### config.mk
export PLATFORM = sky130hd
export DESIGN_NAME = olp_primary_regs
export DESIGN_NICKNAME = d
export VERILOG_FILES = /design/src/rtl/olp_primary_regs.v
export VERILOG_INCLUDE_DIRS = /design/src /design/src/rtl
export SDC_FILE = /design/constraint.sdc
export NUM_CORES = 1
export LEC_CHECK = 0
export ABC_AREA = 1
export BUFFER_PORTS_ARGS = -buffer_cell sky130_fd_sc_hd__buf_2
export CAP_MARGIN = 20
export CORE_MARGIN = 10
export CORE_UTILIZATION = 58
export CTS_CLUSTER_DIAMETER = 80
export DETAILED_ROUTE_END_ITERATION = 16
export GPL_TIMING_DRIVEN = 0
export HOLD_SLACK_MARGIN = 0.03
export PLACE_DENSITY = 0.79
export SLEW_MARGIN = 20
export SYNTH_ARGS = -nofsm -noshare
export SYNTH_HDL_FRONTEND = slang
export SYNTH_SLANG_ARGS = --single-unit
### constraint.sdc
create_clock -name ref_clk_i -period 1.85 [get_ports ref_clk_i]
set_input_delay 0.185 -clock ref_clk_i [delete_from_list [all_inputs] [get_ports ref_clk_i]]
set_output_delay 0.185 -clock ref_clk_i [all_outputs]
set_load 0.05 [all_outputs]
### src/rtl/olp_consts.vh
`ifndef OLP_CONSTS_VH
`define OLP_CONSTS_VH
// register offsets
`define OLP_OFS_ID      5'h00
`define OLP_OFS_ALB     5'h01
`define OLP_OFS_RLB     5'h02
`define OLP_OFS_AONE    5'h03
`define OLP_OFS_LOSS    5'h04
`define OLP_OFS_DFS     5'h05
`define OLP_OFS_SIGNAL_LOSS_IRQ_ENABLE   5'h06
`define OLP_OFS_DFIE    5'h07
`define OLP_OFS_LOSLAT  5'h08
`define OLP_OFS_DFLAT   5'h09
`define OLP_OFS_SWR     5'h0a
`define OLP_OFS_DLB     5'h0c
`define OLP_OFS_CLRMODE 5'h1e
`define OLP_OFS_BANK    5'h1f
// bank pointer values
`define OLP_BANK_PRI    8'h00
`define OLP_BANK_LINE   8'h01
// field positions
`define OLP_BIT_CWE     0
`define OLP_BIT_GLOBAL_IRQ_MASK    1
`define OLP_ID_IMP      7
`define OLP_ID_PORT_HI  6
`define OLP_ID_PORT_LO  3
`define OLP_ID_REV_HI   2
`define OLP_ID_REV_LO   0
// reset values
`define OLP_RST_BYTE    8'h00
`define OLP_RST_CNT     8'h00
// soft reset timing
`define OLP_SWR_MIN_NS  1000
`define OLP_CLK_NS      10
`endif

### src/rtl/olp_primary_regs.v
// Notes on behaviour
// - id bit 7 shows impedance variant
// - id bits 6..3 give port count
// - id bits 2..0 give silicon revision
// - bit k drives or reports channel k+1
// - analog loopback feeds tx back to rx
// - remote loopback returns rx to tx
// - remote plus digital gives dual loopback
// - all-ones bit forces ones on tx line
// - loss status follows loss condition
// - fault status follows driver short/open
// - loss enable lets loss changes interrupt
// - fault enable lets fault changes interrupt
// - loss latch sets on either edge
// - fault latch sets on either edge
// - clear-on-write off: read clears latch
// - clear-on-write on: written bit clears
// - bank pointer selects bank, resets 00
// - soft reset write, 1us, reads zero
`timescale 1ns/100ps
`default_nettype none
`include "olp_consts.vh"
module olp_primary_regs #(
   parameter       NCH       = 8,
   parameter [0:0] IMP_120   = 1'b0,
   parameter [3:0] PORTS     = 4'h8,
   parameter [2:0] REVISION  = 3'h1,
   parameter       CNT_W     = 8
) (
   input  wire           ref_clk_i,
   input  wire           rst_i,
   input  wire [4:0]     addr_i,
   input  wire           wr_en_i,
   input  wire           rd_en_i,
   input  wire [7:0]     wdata_i,
   output reg  [7:0]     rdata_o,
   output reg            irq_o,
   input  wire [NCH-1:0] los_i,
   input  wire [NCH-1:0] drv_fault_i,
   input  wire [NCH-1:0] sys_tx_i,
   input  wire [NCH-1:0] line_rx_i,
   output reg  [NCH-1:0] line_tx_o,
   output reg  [NCH-1:0] sys_rx_o,
   output reg  [NCH-1:0] dual_loop_o,
   output wire           soft_rst_o
);
   localparam integer SWR_CYC =
      (`OLP_SWR_MIN_NS + `OLP_CLK_NS - 1) / `OLP_CLK_NS;
   localparam [CNT_W-1:0] SWR_CNT = SWR_CYC[CNT_W-1:0];
   localparam [CNT_W-1:0] CNT_ONE = {{(CNT_W-1){1'b0}}, 1'b1};

   // soft reset stretcher
   reg [CNT_W-1:0] swr_cnt_r;
   reg [CNT_W-1:0] swr_cnt_nxt;
   wire            int_rst;

   // register file
   reg [7:0]     bank_r;
   reg [NCH-1:0] alb_r;
   reg [NCH-1:0] rlb_r;
   reg [NCH-1:0] dlb_r;
   reg [NCH-1:0] aone_r;
   reg [NCH-1:0] signal_loss_irq_enable_r;
   reg [NCH-1:0] dfie_r;
   reg [NCH-1:0] loslat_r;
   reg [NCH-1:0] dflat_r;
   reg [NCH-1:0] loslat_nxt;
   reg [NCH-1:0] dflat_nxt;
   reg           cwe_r;
   reg           global_irq_mask_r;

   // pin synchronisers and status
   reg [NCH-1:0] los_s1_r;
   reg [NCH-1:0] los_s2_r;
   reg [NCH-1:0] los_r;
   reg [NCH-1:0] df_s1_r;
   reg [NCH-1:0] df_s2_r;
   reg [NCH-1:0] df_r;
   reg [NCH-1:0] stx_s1_r;
   reg [NCH-1:0] stx_s2_r;
   reg [NCH-1:0] lrx_s1_r;
   reg [NCH-1:0] lrx_s2_r;

   // decode
   wire pri_bank;
   wire line_bank;
   wire wr_pri;
   wire rd_pri;
   wire sel_bank;
   wire sel_clr;
   reg  [7:0] rd_mux;

   assign int_rst   = rst_i | (swr_cnt_r != `OLP_RST_CNT);
   assign soft_rst_o = swr_cnt_r != `OLP_RST_CNT;
   assign pri_bank  = bank_r == `OLP_BANK_PRI;
   assign line_bank = bank_r == `OLP_BANK_LINE;
   assign sel_bank  = addr_i == `OLP_OFS_BANK;
   assign sel_clr   = line_bank & (addr_i == `OLP_OFS_CLRMODE);
   assign wr_pri    = wr_en_i & pri_bank & ~int_rst;
   assign rd_pri    = rd_en_i & pri_bank & ~int_rst;

   // soft reset counter, cleared only by the hard reset
   always @* begin
      swr_cnt_nxt = swr_cnt_r;
      if (swr_cnt_r != `OLP_RST_CNT) begin
         swr_cnt_nxt = swr_cnt_r - CNT_ONE;
      end else if (wr_pri && addr_i == `OLP_OFS_SWR) begin
         swr_cnt_nxt = SWR_CNT;
      end
   end

   always @(posedge ref_clk_i) begin
      if (rst_i) begin
         swr_cnt_r <= `OLP_RST_CNT;
      end else begin
         swr_cnt_r <= swr_cnt_nxt;
      end
   end

   // two-stage synchronisers for pin inputs
   always @(posedge ref_clk_i) begin
      if (rst_i) begin
         los_s1_r <= {NCH{1'b0}};
         los_s2_r <= {NCH{1'b0}};
         df_s1_r  <= {NCH{1'b0}};
         df_s2_r  <= {NCH{1'b0}};
         stx_s1_r <= {NCH{1'b0}};
         stx_s2_r <= {NCH{1'b0}};
         lrx_s1_r <= {NCH{1'b0}};
         lrx_s2_r <= {NCH{1'b0}};
      end else begin
         los_s1_r <= los_i;
         los_s2_r <= los_s1_r;
         df_s1_r  <= drv_fault_i;
         df_s2_r  <= df_s1_r;
         stx_s1_r <= sys_tx_i;
         stx_s2_r <= stx_s1_r;
         lrx_s1_r <= line_rx_i;
         lrx_s2_r <= lrx_s1_r;
      end
   end

   // latch next values: set wins over clear
   always @* begin
      loslat_nxt = loslat_r;
      dflat_nxt  = dflat_r;
      if (rd_pri && !cwe_r && addr_i == `OLP_OFS_LOSLAT) begin
         loslat_nxt = {NCH{1'b0}};
      end
      if (rd_pri && !cwe_r && addr_i == `OLP_OFS_DFLAT) begin
         dflat_nxt = {NCH{1'b0}};
      end
      if (wr_pri && cwe_r && addr_i == `OLP_OFS_LOSLAT) begin
         loslat_nxt = loslat_r & ~wdata_i[NCH-1:0];
      end
      if (wr_pri && cwe_r && addr_i == `OLP_OFS_DFLAT) begin
         dflat_nxt = dflat_r & ~wdata_i[NCH-1:0];
      end
      loslat_nxt = loslat_nxt | (los_s2_r ^ los_r);
      dflat_nxt  = dflat_nxt | (df_s2_r ^ df_r);
   end

   // status and latches
   always @(posedge ref_clk_i) begin
      if (int_rst) begin
         los_r    <= {NCH{1'b0}};
         df_r     <= {NCH{1'b0}};
         loslat_r <= {NCH{1'b0}};
         dflat_r  <= {NCH{1'b0}};
      end else begin
         los_r    <= los_s2_r;
         df_r     <= df_s2_r;
         loslat_r <= loslat_nxt;
         dflat_r  <= dflat_nxt;
      end
   end

   // writable registers
   always @(posedge ref_clk_i) begin
      if (int_rst) begin
         bank_r  <= `OLP_BANK_PRI;
         alb_r   <= {NCH{1'b0}};
         rlb_r   <= {NCH{1'b0}};
         dlb_r   <= {NCH{1'b0}};
         aone_r  <= {NCH{1'b0}};
         signal_loss_irq_enable_r <= {NCH{1'b0}};
         dfie_r  <= {NCH{1'b0}};
         cwe_r   <= 1'b0;
         global_irq_mask_r  <= 1'b0;
      end else if (wr_en_i) begin
         if (sel_bank) begin
            bank_r <= wdata_i;
         end
         if (sel_clr) begin
            cwe_r  <= wdata_i[`OLP_BIT_CWE];
            global_irq_mask_r <= wdata_i[`OLP_BIT_GLOBAL_IRQ_MASK];
         end
         if (pri_bank) begin
            case (addr_i)
               `OLP_OFS_ALB: begin
                  alb_r <= wdata_i[NCH-1:0];
               end
               `OLP_OFS_RLB: begin
                  rlb_r <= wdata_i[NCH-1:0];
               end
               `OLP_OFS_DLB: begin
                  dlb_r <= wdata_i[NCH-1:0];
               end
               `OLP_OFS_AONE: begin
                  aone_r <= wdata_i[NCH-1:0];
               end
               `OLP_OFS_SIGNAL_LOSS_IRQ_ENABLE: begin
                  signal_loss_irq_enable_r <= wdata_i[NCH-1:0];
               end
               `OLP_OFS_DFIE: begin
                  dfie_r <= wdata_i[NCH-1:0];
               end
               default: begin
               end
            endcase
         end
      end
   end

   // read multiplexer
   always @* begin
      rd_mux = `OLP_RST_BYTE;
      if (sel_bank) begin
         rd_mux = bank_r;
      end else if (sel_clr) begin
         rd_mux[`OLP_BIT_CWE]  = cwe_r;
         rd_mux[`OLP_BIT_GLOBAL_IRQ_MASK] = global_irq_mask_r;
      end else if (pri_bank) begin
         case (addr_i)
            `OLP_OFS_ID: begin
               rd_mux[`OLP_ID_IMP] = IMP_120;
               rd_mux[`OLP_ID_PORT_HI:`OLP_ID_PORT_LO] = PORTS;
               rd_mux[`OLP_ID_REV_HI:`OLP_ID_REV_LO] = REVISION;
            end
            `OLP_OFS_ALB: begin
               rd_mux[NCH-1:0] = alb_r;
            end
            `OLP_OFS_RLB: begin
               rd_mux[NCH-1:0] = rlb_r;
            end
            `OLP_OFS_DLB: begin
               rd_mux[NCH-1:0] = dlb_r;
            end
            `OLP_OFS_AONE: begin
               rd_mux[NCH-1:0] = aone_r;
            end
            `OLP_OFS_LOSS: begin
               rd_mux[NCH-1:0] = los_r;
            end
            `OLP_OFS_DFS: begin
               rd_mux[NCH-1:0] = df_r;
            end
            `OLP_OFS_SIGNAL_LOSS_IRQ_ENABLE: begin
               rd_mux[NCH-1:0] = signal_loss_irq_enable_r;
            end
            `OLP_OFS_DFIE: begin
               rd_mux[NCH-1:0] = dfie_r;
            end
            `OLP_OFS_LOSLAT: begin
               rd_mux[NCH-1:0] = loslat_r;
            end
            `OLP_OFS_DFLAT: begin
               rd_mux[NCH-1:0] = dflat_r;
            end
            default: begin
               rd_mux = `OLP_RST_BYTE;
            end
         endcase
      end
   end

   // read data, interrupt and per-channel data path
   always @(posedge ref_clk_i) begin
      if (int_rst) begin
         rdata_o     <= `OLP_RST_BYTE;
         irq_o       <= 1'b0;
         line_tx_o   <= {NCH{1'b0}};
         sys_rx_o    <= {NCH{1'b0}};
         dual_loop_o <= {NCH{1'b0}};
      end else begin
         if (rd_en_i) begin
            rdata_o <= rd_mux;
         end
         irq_o <= ~global_irq_mask_r & (|(loslat_r & signal_loss_irq_enable_r) |
                             |(dflat_r & dfie_r));
         line_tx_o <= aone_r |
                      (~aone_r & rlb_r & lrx_s2_r) |
                      (~aone_r & ~rlb_r & stx_s2_r);
         sys_rx_o <= (dlb_r & stx_s2_r) |
                     (~dlb_r & alb_r & line_tx_o) |
                     (~dlb_r & ~alb_r & lrx_s2_r);
         dual_loop_o <= rlb_r & dlb_r;
      end
   end
endmodule
`default_nettype wire

==> results.yml <==
outcome:
  run_status: "complete, no violations"
min_path:
  cell_depth_of_the_worst_min_delay_path: 3
  worst_hold_path_type: "input pin to register"
cells_and_area:
  layoutNonFillerInstCount: 1356
  nets: 1218
  layout-area-overhead-vs-synth_pct: 20.3
  post_route_cells_drive_above_1_share_pct: 15.6
  antenna_cells: 0
route:
  routed_wl_microns: 22300
  detailedRoute.firstPassIterationCount: 7
  viasPerCell: 5.27
  antenna_left: 0
  dr_total_vias: 7152
  initialDrtViolationCount: 764
  drt_drc_violations_left: 0
  routed_wire_length_per_instance_microns: 16.4
clock_tree:
  clock_sink_count: 195
  cts_max_path_buffers: 2
  clk_pin_slew_ns: 0.07
  ctsRootBufferMaster: "sky130_fd_sc_hd__clkbuf_16"
  insertion_delay_ns: 0.44
  cts_buffers: 17
  cts_tree: "yes"
  h-tree-depth: 4
yosys:
  yosys-top-cells-area: "sky130_fd_sc_hd__dfxtp_1, sky130_fd_sc_hd__inv_1, sky130_fd_sc_hd__nor2_1"
  synth_nets: 1083
  yosys_register_bits: 195
  synth_top_area_cell: "sky130_fd_sc_hd__dfxtp_1"
  synth.yosys.warnings: 0
  synthCells: 1032
  synth_edf_count: 0
  ys_async_sr_fraction_pct: 0
  synthTopCellsByCount: "sky130_fd_sc_hd__dfxtp_1, sky130_fd_sc_hd__inv_1, sky130_fd_sc_hd__nor2_1, sky130_fd_sc_hd__nand2_1, sky130_fd_sc_hd__a21oi_1"
  synth.yosys.seq_area_share_pct: 49.4
  synth.top_cell.area_share_pct: 49.4
  synthMostInstantiatedCell: "sky130_fd_sc_hd__dfxtp_1"
  synthesis.area_per_instance_sq_um: 7.66
  synth-main-ff-cell: "sky130_fd_sc_hd__dfxtp_1"
  synthDistinctLibCells: 36
  syn_area_sq_mm: 0.00791
worst_setup_path:
  timing.critical_path.arrival_ns: 2.09
  cp-endpoint: "dflat_r[1]"
  worst-setup-path-type: "register to register"
  critical_path.endpoint_type: "register"
  critPathMaxFanout: 10
  worstRegToRegCells: 12
  reg_to_reg_end: "dflat_r[1]"
  timing.critical_path.required_ns: 2.19
  crit_path_start_kind: "register"
  setup.worst_path.start: "swr_cnt_r[0]"
  rr_startpoint: "swr_cnt_r[0]"
  worst-r2r-setup-slack_ns: 0.1
global_route:
  grt_pass1_vias: 6646
  grt_first_pass_wirelength_microns: 34200
  grt_start_max_net_pins: 17
  globalRouteOverflowTotal: 0
  grt_antenna_before_repair: 0
  grt_util_all_layers_pct: 23.6
timing:
  final.setup.worst_slack_ns: 0.0962
  transition_at_the_pin_with_the_smallest_max_transition_slack_ns: 0.635
  slew_violations: 0
  fmaxAchievable_mhz: 570
  slew-limit-headroom_pct: 57.7
  final-setup-viol-count: 0
  hold_slack_ns: 0.115
  period_minus_slack_ns: 1.75
  post-route-period-util_pct: 94.8
  worst_clock_skew_ns: 0.00863
  hold_viol_final: 0
die:
  die_height_microns: 137
  die_span_in_x_microns: 137
  design.die.area_sq_mm: 0.0187
  fp-row-count: 42
  top_level_ports: 83
  initial_utilization_pct: 59.5
  design.core.area_sq_mm: 0.0133
power:
  power.density_cell_area_mw_per_mm2: 1070
  leakage_nw: 4.17
  ir_worst_vdd_mv: 0.935
place:
  detailedPlacementHpwl_microns: 15700
  routabilityCongestion: 0.967
  post-place-cells: 1288
  place_ws_ns: -0.128
  port-buffer-count: 80
run:
  cap_violations: 0
[layout by cell type (no fill, tap or decap), types with 8 or more instances in the layout]
master | synthesis | layout
sky130_fd_sc_hd__a31oi_1 | 8 | 8
sky130_fd_sc_hd__o22ai_1 | 17 | 17
sky130_fd_sc_hd__buf_4 | 6 | 10
sky130_fd_sc_hd__inv_1 | 189 | 188
sky130_fd_sc_hd__o21ai_0 | 78 | 78
sky130_fd_sc_hd__nor2_1 | 132 | 132
sky130_fd_sc_hd__buf_2 | 9 | 88
sky130_fd_sc_hd__clkbuf_1 | 15 | 13
sky130_fd_sc_hd__a21oi_1 | 83 | 83
sky130_fd_sc_hd__nand3_1 | 75 | 75
sky130_fd_sc_hd__inv_2 | 11 | 12
sky130_fd_sc_hd__dfxtp_1 | 195 | 195
sky130_fd_sc_hd__xnor2_1 | 17 | 17
sky130_fd_sc_hd__clkbuf_16 | 0 | 17
sky130_fd_sc_hd__dlygate4sd3_1 | 0 | 32
sky130_fd_sc_hd__nand2_1 | 114 | 112
sky130_fd_sc_hd__nand4_1 | 10 | 10
sky130_fd_sc_hd__nor2_4 | 9 | 10
sky130_fd_sc_hd__nor3_1 | 13 | 13
[where the power goes]
part | switching, mW | internal (mW) | total, mW
sequential | 0.135 | 4.41 | 4.55
combinational | 1.23 | 0.619 | 1.84
clock | 1.62 | 2.16 | 3.78
[worst min-delay path by stage]
stage / startpoint / end
2_1_floorplan: drv_fault_i[0] / df_s1_r[0]
3_3_place_gp: drv_fault_i[0] / df_s1_r[0]
3_5_place_dp: stx_s1_r[1] / stx_s2_r[1]
4_1_cts: wdata_i[0] / cwe_r
5_1_grt: wdata_i[0] / cwe_r
6_report: wdata_i[0] / cwe_r
[sequential cells by signal (all words and copies together) (netlist names), 8 cells and up]
signal / count
rlb_r: 8
dual_loop_o: 8
sys_rx_o: 8
dfie_r: 8
rdata_o: 8
los_r: 8
signal_loss_irq_enable_r: 8
los_s2_r: 8
df_s2_r: 8
df_r: 8
dlb_r: 8
stx_s1_r: 8
aone_r: 8
line_tx_o: 8
loslat_r: 8
alb_r: 8
swr_cnt_r: 8
bank_r: 8
lrx_s2_r: 8
dflat_r: 8
df_s1_r: 8
lrx_s1_r: 8
los_s1_r: 8
stx_s2_r: 8
[repair_timing]
action,CTS,global route
hold buffers,32,0
endpoints found under the hold margin,32,0
resized for setup,4,9
endpoints found under the setup margin,50,32
buffers inserted,2,2
pin swaps,1,4
[stage by stage]
step           instance area (sq um)  utilization [%]  TNS, ns  total power [mW]
2_1_floorplan                   7910                -        0              5.79
3_3_place_gp                    8530             64.1    -1.70              6.22
3_5_place_dp                    8530             64.1    -1.90              6.26
4_1_cts                         9470             71.2        0              10.1
5_1_grt                         9510             71.6  -0.0312              10.5
6_report                        9510             71.6        0              10.2
[final cells by class]
| cell class | instances | area, sq um |
|---|---|---|
| timing repair buffer | 116 | 751 |
| inverter | 202 | 763 |
| buffer | 32 | 180 |
| sequential | 195 | 3900 |
| clock inverter | 9 | 116 |
| clock buffer | 23 | 488 |
| multi-input combinational | 603 | 3090 |
| fill | 1053 | 3780 |
| tap | 176 | 220 |
[critical path: stages, from the launching register on]
cell and delay (ns):
sky130_fd_sc_hd__dfxtp_1 0.33, sky130_fd_sc_hd__inv_2 0.08, sky130_fd_sc_hd__ha_1 0.16, sky130_fd_sc_hd__nand2_2 0.09, sky130_fd_sc_hd__nor2_8 0.15, sky130_fd_sc_hd__nand2_4 0.11, sky130_fd_sc_hd__buf_8 0.17, sky130_fd_sc_hd__nor2_8 0.12
sky130_fd_sc_hd__nand3_4 0.15, sky130_fd_sc_hd__nand3_1 0.13, sky130_fd_sc_hd__nand3_1 0.07, sky130_fd_sc_hd__nand2_1 0.06, sky130_fd_sc_hd__inv_1 0.04
[routing by layer]
layer	track usage, %	vias up	part of all wire [%]
met5	0	-	0
met4	12.6	0	4.1
met3	5.46	61	8.9
met2	37.1	317	46
met1	29.4	3234	41
li1	-	3540	-
[logic make-up after synthesis]
kind of cell,synth area share (%)
flip-flops,49.4
AO/OA/AOI/OAI,13.1
adder cells (fa/ha/maj),0.316
XOR/XNOR,2.10
AND/OR/NAND/NOR,23.4
buffers and inverters,11.8
(Power assumes the default switching activity.)
